==> src/hw/sdram_burst_pkg.sv <==
// Shared constants for the SDRAM command, mode and burst logic.
package sdram_burst_pkg;

  localparam int MODE_W   = 12;
  localparam int COL_W    = 10;
  localparam int ROW_W    = 13;
  localparam int BANK_W   = 2;
  localparam int BANKS    = 4;
  localparam int BEAT_W   = 11;

  // Mode word field positions.
  localparam int BL_LSB   = 0;
  localparam int BL_W     = 3;
  localparam int BT_BIT   = 3;
  localparam int CL_LSB   = 4;
  localparam int CL_W     = 3;
  localparam int OPM_LSB  = 7;
  localparam int WBM_BIT  = 9;

  // Address bit that carries auto-precharge or precharge-all.
  localparam int AP_BIT   = 10;

  // Burst length codes.
  localparam logic [2:0] BL_ONE   = 3'h0;
  localparam logic [2:0] BL_TWO   = 3'h1;
  localparam logic [2:0] BL_FOUR  = 3'h2;
  localparam logic [2:0] BL_EIGHT = 3'h3;
  localparam logic [2:0] BL_FULL  = 3'h7;

  // Block masks over the column bits for each burst length.
  localparam logic [9:0] MASK_ONE   = 10'h000;
  localparam logic [9:0] MASK_TWO   = 10'h001;
  localparam logic [9:0] MASK_FOUR  = 10'h003;
  localparam logic [9:0] MASK_EIGHT = 10'h007;
  localparam logic [9:0] MASK_FULL  = 10'h3FF;

  // Read latency codes.
  localparam logic [2:0] CL_TWO   = 3'h2;
  localparam logic [2:0] CL_THREE = 3'h3;

  // Mode word after reset: one-beat sequential bursts, latency two.
  localparam logic [11:0] MODE_RESET = 12'h020;

  // Read mask acts two clocks after it is sampled.
  localparam int READ_MASK_DELAY = 2;

  // Engine states, Gray coded along idle, read, write.
  typedef enum logic [1:0] {
    ST_IDLE     = 2'h0,
    ST_BURST_RD = 2'h1,
    ST_BURST_WR = 2'h3,
    ST_SELF_REF = 2'h2
  } eng_state_e;

endpackage

==> src/hw/burst_col_order.sv <==
// Column address of one burst beat, for every length and burst type.
`timescale 1ns/10ps
module burst_col_order (
  input  wire logic [9:0] start_col,
  input  wire logic [9:0] beat,
  input  wire logic [9:0] block_mask,
  input  wire logic       interleave,
  output logic      [9:0] col
);
  logic [9:0] offset;

  always_comb begin
    // Interleaved order XORs, sequential order adds within the block.
    if (interleave) begin
      offset = start_col ^ beat;
    end else begin
      offset = start_col + beat;
    end
    // Upper bits stay those of the start, so the burst wraps in place.
    col = (start_col & ~block_mask) | (offset & block_mask);
  end
endmodule

==> src/hw/two_entry_buffer.sv <==
// Two-entry buffer with valid and ready on both sides.
`timescale 1ns/10ps
module two_entry_buffer #(
  parameter int WIDTH = 8
) (
  input  wire logic             core_clk,
  input  wire logic             rst_n,
  input  wire logic             in_valid,
  output logic                  in_ready,
  input  wire logic [WIDTH-1:0] in_data,
  output logic                  out_valid,
  input  wire logic             out_ready,
  output logic      [WIDTH-1:0] out_data
);
  logic             spare_valid;
  logic [WIDTH-1:0] spare_data;

  // The spare slot catches a word that arrives while the head is stalled.
  assign in_ready = !spare_valid;

  always_ff @(posedge core_clk or negedge rst_n) begin
    if (!rst_n) begin
      out_valid   <= 1'b0;
      out_data    <= '0;
      spare_valid <= 1'b0;
      spare_data  <= '0;
    end else if (!out_valid || out_ready) begin
      if (spare_valid) begin
        out_data    <= spare_data;
        spare_valid <= 1'b0;
      end else if (in_valid) begin
        out_valid <= 1'b1;
        out_data  <= in_data;
      end else begin
        out_valid <= 1'b0;
      end
    end else if (in_valid && in_ready) begin
      spare_valid <= 1'b1;
      spare_data  <= in_data;
    end
  end
endmodule

==> src/hw/sdram_cmd_burst.sv <==
// Command decode, mode word and burst sequencing of the SDRAM device.
//
// Notes on behaviour
// - Mode bit picks sequential or interleaved order.
// - Two-beat burst toggles column bit zero.
// - Four-beat burst adds or XORs low bits.
// - Eight-beat burst adds or XORs low bits.
// - Bursts wrap inside their column block.
// - Full page steps sequentially through row.
// - One-beat burst ignores the burst type.
// - Read latency is two or three cycles.
// - Drive from edge n+m-1, valid n+m.
// - Write burst mode bit forces single writes.
// - Decode inhibit, no-op, activate, read, write.
// - Decode terminate, precharge, refresh, mode load.
// - Activate takes row and bank.
// - Read/write take column; bit ten auto-precharges.
// - Precharge one bank, or all with bit ten.
// - Refresh is auto or self by clock enable.
// - Refresh row comes from internal counter.
// - Mode load stores twelve low address bits.
// - Byte masks gate writes now, reads later.
// - Mode fields: length, type, latency, reserved.
// - Lengths one to eight, full page sequential.
`timescale 1ns/10ps
module sdram_cmd_burst #(
  parameter int DQ_W  = 64,
  parameter int LANES = 8
) (
  input  wire logic                               core_clk,
  input  wire logic                               rst_n,
  input  wire logic                               cke,
  input  wire logic                               cs_n,
  input  wire logic                               ras_n,
  input  wire logic                               cas_n,
  input  wire logic                               we_n,
  input  wire logic [sdram_burst_pkg::BANK_W-1:0] ba,
  input  wire logic [sdram_burst_pkg::ROW_W-1:0]  addr,
  input  wire logic [LANES-1:0]                   byte_lane_mask,
  input  wire logic [DQ_W-1:0]                    dq_in,
  output logic      [DQ_W-1:0]                    dq_out,
  output logic      [LANES-1:0]                   dq_oe,
  output logic                                    rd_en,
  output logic      [sdram_burst_pkg::BANK_W-1:0] rd_bank,
  output logic      [sdram_burst_pkg::ROW_W-1:0]  rd_row,
  output logic      [sdram_burst_pkg::COL_W-1:0]  rd_col,
  input  wire logic [DQ_W-1:0]                    rd_data,
  output logic                                    wr_valid,
  input  wire logic                               wr_ready,
  output logic      [sdram_burst_pkg::BANK_W-1:0] wr_bank,
  output logic      [sdram_burst_pkg::ROW_W-1:0]  wr_row,
  output logic      [sdram_burst_pkg::COL_W-1:0]  wr_col,
  output logic      [DQ_W-1:0]                    wr_data,
  output logic      [LANES-1:0]                   wr_mask,
  output logic                                    refresh_pulse,
  output logic      [sdram_burst_pkg::ROW_W-1:0]  refresh_row,
  output logic                                    self_refresh,
  output logic      [sdram_burst_pkg::BANKS-1:0]  bank_open,
  output logic      [sdram_burst_pkg::MODE_W-1:0] mode_word,
  output logic                                    write_dropped
);
  localparam int WB_W = sdram_burst_pkg::BANK_W + sdram_burst_pkg::ROW_W
                      + sdram_burst_pkg::COL_W + DQ_W + LANES;

  sdram_burst_pkg::eng_state_e state;

  logic [sdram_burst_pkg::ROW_W-1:0]  open_row [sdram_burst_pkg::BANKS];
  logic [sdram_burst_pkg::ROW_W-1:0]  refresh_cnt;
  logic [LANES-1:0]                   mask_d1;
  logic [sdram_burst_pkg::BANK_W-1:0] eng_bank;
  logic [9:0]                         eng_base;
  logic [9:0]                         eng_mask;
  logic [10:0]                        eng_beat;
  logic [10:0]                        eng_len;
  logic                               eng_ilv;
  logic                               eng_ap;
  logic [9:0]                         cur_col;

  logic       cmd_ok;
  logic       is_act;
  logic       is_read;
  logic       is_write;
  logic       is_term;
  logic       is_pre;
  logic       is_ref;
  logic       is_lmr;
  logic       is_self;
  logic [2:0] bl_code;
  logic       cl3;
  logic       wbm;
  logic       full_page;
  logic [9:0] len_mask;
  logic       ilv_cmd;
  logic       issue_now;
  logic       last_beat;
  logic       direct_rd;
  logic       ap_close;
  logic       wb_in_valid;
  logic       wb_in_ready;
  logic [sdram_burst_pkg::BANK_W-1:0] ap_bank;
  logic [sdram_burst_pkg::BANK_W-1:0] wb_bank;
  logic [9:0]                         wb_col;
  logic [WB_W-1:0]                    wb_out;

  // Commands count only with clock enable high and outside self refresh.
  assign cmd_ok   = cke && !cs_n && (state != sdram_burst_pkg::ST_SELF_REF);
  assign is_act   = cmd_ok && ({ras_n, cas_n, we_n} == 3'h3);
  assign is_read  = cmd_ok && ({ras_n, cas_n, we_n} == 3'h5);
  assign is_write = cmd_ok && ({ras_n, cas_n, we_n} == 3'h4);
  assign is_term  = cmd_ok && ({ras_n, cas_n, we_n} == 3'h6);
  assign is_pre   = cmd_ok && ({ras_n, cas_n, we_n} == 3'h2);
  assign is_ref   = cmd_ok && ({ras_n, cas_n, we_n} == 3'h1);
  assign is_lmr   = cmd_ok && ({ras_n, cas_n, we_n} == 3'h0);
  assign is_self  = !cke && !cs_n && ({ras_n, cas_n, we_n} == 3'h1)
                  && (state != sdram_burst_pkg::ST_SELF_REF);

  assign bl_code   = mode_word[sdram_burst_pkg::BL_LSB
                               +: sdram_burst_pkg::BL_W];
  assign cl3       = mode_word[sdram_burst_pkg::CL_LSB +: sdram_burst_pkg::CL_W]
                     == sdram_burst_pkg::CL_THREE;
  assign wbm       = mode_word[sdram_burst_pkg::WBM_BIT];
  assign full_page = (bl_code == sdram_burst_pkg::BL_FULL);
  // Interleave has no meaning for full page or single beats.
  assign ilv_cmd   = mode_word[sdram_burst_pkg::BT_BIT]
                     && !full_page;

  always_comb begin
    // Reserved length codes fall back to single beats.
    case (bl_code)
      sdram_burst_pkg::BL_TWO:   len_mask = sdram_burst_pkg::MASK_TWO;
      sdram_burst_pkg::BL_FOUR:  len_mask = sdram_burst_pkg::MASK_FOUR;
      sdram_burst_pkg::BL_EIGHT: len_mask = sdram_burst_pkg::MASK_EIGHT;
      sdram_burst_pkg::BL_FULL:  len_mask = sdram_burst_pkg::MASK_FULL;
      default:                   len_mask = sdram_burst_pkg::MASK_ONE;
    endcase
  end

  burst_col_order u_col_order (
    .start_col  (eng_base),
    .beat       (eng_beat[9:0]),
    .block_mask (eng_mask),
    .interleave (eng_ilv),
    .col        (cur_col)
  );

  // A new burst or a terminate takes over from the running burst.
  assign issue_now = ((state == sdram_burst_pkg::ST_BURST_RD)
                   || (state == sdram_burst_pkg::ST_BURST_WR))
                   && !is_read && !is_write && !is_term;
  assign last_beat = (eng_beat == eng_len - 11'h001);
  assign direct_rd = is_read && !cl3;

  // Single writes and latency-two single reads close their bank at once; bursts and latency-three reads on their last beat.
  always_comb begin
    ap_close = 1'b0;
    ap_bank  = eng_bank;
    if ((direct_rd || is_write) && addr[sdram_burst_pkg::AP_BIT]
        && ((is_write && wbm) || (len_mask == sdram_burst_pkg::MASK_ONE))) begin
      ap_close = 1'b1;
      ap_bank  = ba;
    end else if (issue_now && last_beat && eng_ap) begin
      ap_close = 1'b1;
    end
  end

  // Burst engine: one column per clock after the first one.
  always_ff @(posedge core_clk or negedge rst_n) begin
    if (!rst_n) begin
      state        <= sdram_burst_pkg::ST_IDLE;
      self_refresh <= 1'b0;
      eng_bank     <= '0;
      eng_base     <= '0;
      eng_mask     <= '0;
      eng_beat     <= '0;
      eng_len      <= '0;
      eng_ilv      <= 1'b0;
      eng_ap       <= 1'b0;
    end else if (is_read || is_write) begin
      eng_bank <= ba;
      eng_base <= addr[9:0];
      eng_ap   <= addr[sdram_burst_pkg::AP_BIT];
      if (is_write && wbm) begin
        eng_mask <= sdram_burst_pkg::MASK_ONE;
        eng_len  <= 11'h001;
        eng_ilv  <= 1'b0;
      end else begin
        eng_mask <= len_mask;
        eng_len  <= {1'b0, len_mask} + 11'h001;
        eng_ilv  <= ilv_cmd;
      end
      if (is_read && cl3) begin
        // Latency three starts issuing one clock later.
        eng_beat <= 11'h000;
        state    <= sdram_burst_pkg::ST_BURST_RD;
      end else begin
        eng_beat <= 11'h001;
        if ((is_write && wbm) || (len_mask == sdram_burst_pkg::MASK_ONE)) begin
          state <= sdram_burst_pkg::ST_IDLE;
        end else if (is_read) begin
          state <= sdram_burst_pkg::ST_BURST_RD;
        end else begin
          state <= sdram_burst_pkg::ST_BURST_WR;
        end
      end
    end else if (is_term) begin
      state <= sdram_burst_pkg::ST_IDLE;
    end else if (is_self) begin
      state        <= sdram_burst_pkg::ST_SELF_REF;
      self_refresh <= 1'b1;
    end else if (state == sdram_burst_pkg::ST_SELF_REF) begin
      if (cke) begin
        state        <= sdram_burst_pkg::ST_IDLE;
        self_refresh <= 1'b0;
      end
    end else if (issue_now) begin
      if (last_beat) begin
        state <= sdram_burst_pkg::ST_IDLE;
      end else begin
        eng_beat <= eng_beat + 11'h001;
      end
    end
  end

  // Mode word load; reserved and operating bits are stored as given.
  always_ff @(posedge core_clk or negedge rst_n) begin
    if (!rst_n) begin
      mode_word <= sdram_burst_pkg::MODE_RESET;
    end else if (is_lmr) begin
      mode_word <= addr[sdram_burst_pkg::MODE_W-1:0];
    end
  end

  // Per-bank open row tracking.
  for (genvar b = 0; b < sdram_burst_pkg::BANKS; b++) begin : g_bank
    always_ff @(posedge core_clk or negedge rst_n) begin
      if (!rst_n) begin
        bank_open[b] <= 1'b0;
        open_row[b]  <= '0;
      end else if (is_act && (ba == 2'(b))) begin
        bank_open[b] <= 1'b1;
        open_row[b]  <= addr;
      end else if (is_pre && (addr[sdram_burst_pkg::AP_BIT]
                   || (ba == 2'(b)))) begin
        bank_open[b] <= 1'b0;
      end else if (ap_close && (ap_bank == b[1:0])) begin
        bank_open[b] <= 1'b0;
      end
    end
  end

  // Refresh rows come from the internal counter, never from the pins.
  always_ff @(posedge core_clk or negedge rst_n) begin
    if (!rst_n) begin
      refresh_pulse <= 1'b0;
      refresh_row   <= '0;
      refresh_cnt   <= '0;
    end else begin
      refresh_pulse <= is_ref;
      if (is_ref) begin
        refresh_row <= refresh_cnt;
        refresh_cnt <= refresh_cnt + 13'h0001;
      end
    end
  end

  // Read port: the array answers in the same clock as the request.
  always_ff @(posedge core_clk or negedge rst_n) begin
    if (!rst_n) begin
      rd_en   <= 1'b0;
      rd_bank <= '0;
      rd_row  <= '0;
      rd_col  <= '0;
    end else begin
      rd_en <= direct_rd || (issue_now
               && (state == sdram_burst_pkg::ST_BURST_RD));
      if (direct_rd) begin
        rd_bank <= ba;
        rd_row  <= open_row[ba];
        rd_col  <= addr[9:0];
      end else begin
        rd_bank <= eng_bank;
        rd_row  <= open_row[eng_bank];
        rd_col  <= cur_col;
      end
    end
  end

  // The read mask is sampled one clock before it gates the driver.
  always_ff @(posedge core_clk or negedge rst_n) begin
    if (!rst_n) begin
      mask_d1 <= '0;
      dq_out  <= '0;
      dq_oe   <= '0;
    end else begin
      mask_d1 <= byte_lane_mask;
      if (rd_en) begin
        dq_out <= rd_data;
        dq_oe  <= ~mask_d1;
      end else begin
        dq_oe <= '0;
      end
    end
  end

  // Write beats: data and mask are taken on the beat's own edge.
  assign wb_in_valid = is_write || (issue_now
                       && (state == sdram_burst_pkg::ST_BURST_WR));
  assign wb_bank = is_write ? ba : eng_bank;
  assign wb_col  = is_write ? addr[9:0] : cur_col;

  // The array may stall; two words ride out a short stall unharmed.
  two_entry_buffer #(
    .WIDTH (WB_W)
  ) u_wbuf (
    .core_clk  (core_clk),
    .rst_n     (rst_n),
    .in_valid  (wb_in_valid),
    .in_ready  (wb_in_ready),
    .in_data   ({wb_bank, open_row[wb_bank], wb_col, dq_in,
                 byte_lane_mask}),
    .out_valid (wr_valid),
    .out_ready (wr_ready),
    .out_data  (wb_out)
  );
  assign {wr_bank, wr_row, wr_col, wr_data, wr_mask} = wb_out;

  // The pins cannot be stalled, so a longer stall can only be reported.
  always_ff @(posedge core_clk or negedge rst_n) begin
    if (!rst_n) begin
      write_dropped <= 1'b0;
    end else if (wb_in_valid && !wb_in_ready) begin
      write_dropped <= 1'b1;
    end
  end
endmodule

==> config.mk <==
export PLATFORM = sky130hd
export DESIGN_NAME = sdram_cmd_burst
export DESIGN_NICKNAME = d
export VERILOG_FILES = /design/src/hw/sdram_burst_pkg.sv /design/src/hw/burst_col_order.sv /design/src/hw/two_entry_buffer.sv /design/src/hw/sdram_cmd_burst.sv
export SDC_FILE = /design/constraint.sdc
export NUM_CORES = 1
export LEC_CHECK = 0
export ABC_CLOCK_PERIOD_IN_PS = 3500
export BUFFER_PORTS_ARGS = -buffer_cell sky130_fd_sc_hd__buf_2
export CAP_MARGIN = 20
export CORE_ASPECT_RATIO = 0.9
export CORE_MARGIN = 2
export CORE_UTILIZATION = 50
export DETAILED_ROUTE_END_ITERATION = 12
export GPL_TIMING_DRIVEN = 0
export PLACE_DENSITY = 0.77
export SETUP_SLACK_MARGIN = 0.1
export SYNTH_ARGS = -nofsm -noshare
export SYNTH_HDL_FRONTEND = slang
export SYNTH_HIERARCHICAL = 1
export SYNTH_SLANG_ARGS = --single-unit
==> constraint.sdc <==
create_clock -name core_clk -period 3.5 [get_ports core_clk]
set_input_delay 0.7 -clock core_clk [delete_from_list [all_inputs] [get_ports core_clk]]
set_output_delay 0.7 -clock core_clk [all_outputs]
set_load 0.01 [all_outputs]
==> reports/metrics.yaml <==
clocking:
  cts_tree: "yes"
  clk_transition_reported_paths_ns: 0.06
  post-cts-setup-buffers: 0
  cts.hold.buffers_added: 0
  clock_latency_ns: 0.58
  clock-sinks: 437
  root_buffer: "clkbuf_16"
  cts_buffers: 46
  cts-htree-levels: 2
  cts-resized-gates: 0
  cts_buffer_depth: 3
final_layout:
  utilization_pct: 61.5
  drive_gt1_share_pct: 52.7
  nets: 2039
  syn_to_final_growth_pct: 21.6
  fin_area_mm2: 0.0242
run:
  max-cap-violations: 0
yosys:
  synth_edf_count: 0
  netlist_instances: 1426
  async_reset_ff_share_pct: 100
  synth_mux_area_share_pct: 31.7
  synth_top_family_by_area: "multiplexers"
  synth.distinct_cells: 74
  synth_adder_area_share_pct: 0.980
  yosysSeqAreaShare_pct: 54.9
  synth_area_leaders: "dfrtp_1, mux2_2, mux4_2"
  post-synth-top-count-cell: "mux2_2"
  synth-compound-area-share_pct: 3.56
  synth_fp_nets: 1600
  synth_area_per_cell_um2: 14.0
  synthSimpleGateAreaFrac_pct: 5.54
  yosysWarnings: 6
  synth_area_mm2: 0.0199
  yosys.area.top_type_share_pct: 54.8
  synth_top_cell_by_area: "dfrtp_1"
  yosys_register_bits: 437
  netlist_top_cells_count: "mux2_2, dfrtp_1, nand2_1, mux2i_1, o21ai_0"
  synth_xor_area_share_pct: 0.967
  ys.flop_type: "dfrtp_1"
timing:
  skew_ns: 0.0181
  min_period_ns: 3.26
  worst_pin_slew_ns: 1.00
  setup_viol: 0
  rsz0062_at_grt: "false"
  timing_hold_violations_final: 0
  slew_headroom_pct: 33.1
  period_share_pct: 93.3
  max_freq_ghz: 0.306
  tns_ns: 0
  drv_slew: 0
  fin_hold_ws_ns: 0.131
die:
  row_count: 69
  die_y_um: 193
  ios: 387
  initial_core_util_pct: 50.6
  coreArea_mm2: 0.0394
  dieArea_mm2: 0.0414
  die_w_um: 214
critical_path:
  startpoint_type: "flip-flop"
  path_class: "flip-flop to flip-flop"
  crit_path_max_fanout: 10
  slowest_delay_ns: 0.76
  crit_path_end_kind: "flip-flop"
  worstPathArrival_ns: 3.72
  crit_slowest_cell: "mux2i_1"
  path_cells: "nand2b_1 -> nand4b_1 -> nor2_1 -> mux2i_1 -> buf_2 -> mux2i_1 -> mux2_2 -> mux2_2"
  required_ns: 3.95
global_route:
  grt-ovfl-total: 0
  grt_max_degree: 123
  groute.usage.overall_pct: 24.2
  grt_pass1_vias: 14000
  antenna_found_initial: 9
  grt_pass1_wl_um: 78900
hold_path:
  hp-class: "primary input to asynchronous set/reset pin"
drt:
  viasPerCell: 5.49
  avgRoutedWirePerCell_um: 20.6
  initialDrtViolationCount: 1008
  drc: 0
  vias: 13400
  wirelength_um: 50300
  drtPass1Iterations: 5
  ant_nets: 0
power:
  cellLeakagePower_nw: 11.8
  ir_worst_vdd_uv: 619
  powerDensity_mw_per_mm2: 755
placed_design:
  gp_congestion: 0.888
  dpl_cell_area_mm2: 0.0226
  portBuffers: 386
  hpwl_um: 35900
run_status:
  status: "finished clean"
==> placed cells by master, fill, tap and decap left out, types with 6 or more instances in the layout <==
cell type    n
nor2_1      28
nor2b_1     15
mux2_2     452
nand2b_1    10
buf_6        7
mux4_2      26
a21oi_1     16
o21ai_0     37
clkbuf_16   47
mux2_1      11
ha_1        14
inv_1       22
clkinv_2     7
clkbuf_8    12
buf_2      412
clkbuf_1    40
xor2_1       9
xnor2_1     13
dfrtp_1    436
a31oi_1      7
nand3_1     20
nand2_1     77
buf_1        6
diode_2      6
mux2i_1     51
buf_4        7
nor3_1       9
==> cell families (layout without fill, tap and decap cells) <==
group                      Yosys count  count (layout)
xor gates and xnor gates            22              22
other                                0               6
adders and majority gates           15              15
DFF                                437             437
and+or+nand+nor                    208             208
AOI/OAI and AO/OA                  108             108
muxes                              540             540
buffers and inverters               96             572
==> critical path: cells and delay by family, from the launching register on <==
| family | cells | cell delay [ns] |
|---|---|---|
| buf+inv | 1 | 0.48 |
| flops | 1 | 0.43 |
| mux | 4 | 1.51 |
| simple gates | 3 | 0.72 |
==> metal layers <==
metal  vias to the layer above  GRT usage [%]  share of wire, %
met5                         -              0             0.064
met4                         6           9.16               3.1
met3                       104           5.75               6.9
met2                       435           39.2                48
met1                      6795           31.8                42
li1                       6056              -                 -
==> worst paths after layout <==
path / startpoint / cells past startpoint / slack (ns) / endpoint
min in group core_clk: byte_lane_mask[4] / 1 / 0.25 / mask_d1[4]$_DFF_PN0_
max: state[1]$_DFFE_PN0P_ / 8 / 0.24 / u_wbuf/out_data[91]$_DFFE_PN0P_
min: rst_n / 1 / 0.13 / u_wbuf/out_data[51]$_DFFE_PN0P_
min reg2reg: mask_d1[4]$_DFF_PN0_ / 1 / 0.39 / dq_oe[4]$_DFF_PN0_
max in group asynchronous: rst_n / 2 / 2.25 / mode_word[7]$_DFFE_PN0P_
max reg2reg: state[1]$_DFFE_PN0P_ / 8 / 0.24 / u_wbuf/out_data[91]$_DFFE_PN0P_
==> area by class of cell <==
cell class / instances / area [um2]
clock buffer: 71 / 1390
buffer: 74 / 387
inverter: 22 / 82.6
timing repair buffer: 391 / 2050
clock inverter: 14 / 195
fill: 3077 / 15100
sequential: 437 / 10900
tap: 532 / 666
multi-input combinational: 893 / 8510
antenna: 6 / 15.0
==> through the flow <==
stage / std cells / power (W) / setup slack [ns]
3_5_place_dp: 2348 / 0.0133 / -0.235
4_1_cts: 2433 / 0.0184 / 0.272
5_1_grt: 2440 / 0.0193 / 0.109
6_report: 2440 / 0.0183 / 0.236
3_3_place_gp: 2344 / 0.0130 / -6.80
2_1_floorplan: 1426 / 0.0109 / 0.545
==> where the power goes <==
part	switching (W)	total [W]	internal, W
Clock	0.00201	0.00504	0.00303
Sequential	0.000967	0.00765	0.00668
Combinational	0.00280	0.00560	0.00281
Total	0.00578	0.0183	0.0125
==> registers in the layout, summed over array words and instances, names as in the netlist, 7 cells and up <==
signal / count
eng_base: 10
rd_col: 10
dq_out: 64
u_wbuf/spare_data: 97
mode_word: 12
mask_d1: 8
eng_len: 7
eng_beat: 11
rd_row: 13
open_row: 52
u_wbuf/out_data: 97
refresh_cnt: 13
dq_oe: 8
refresh_row: 13
Note: power is estimated with default switching activity, not from simulation.
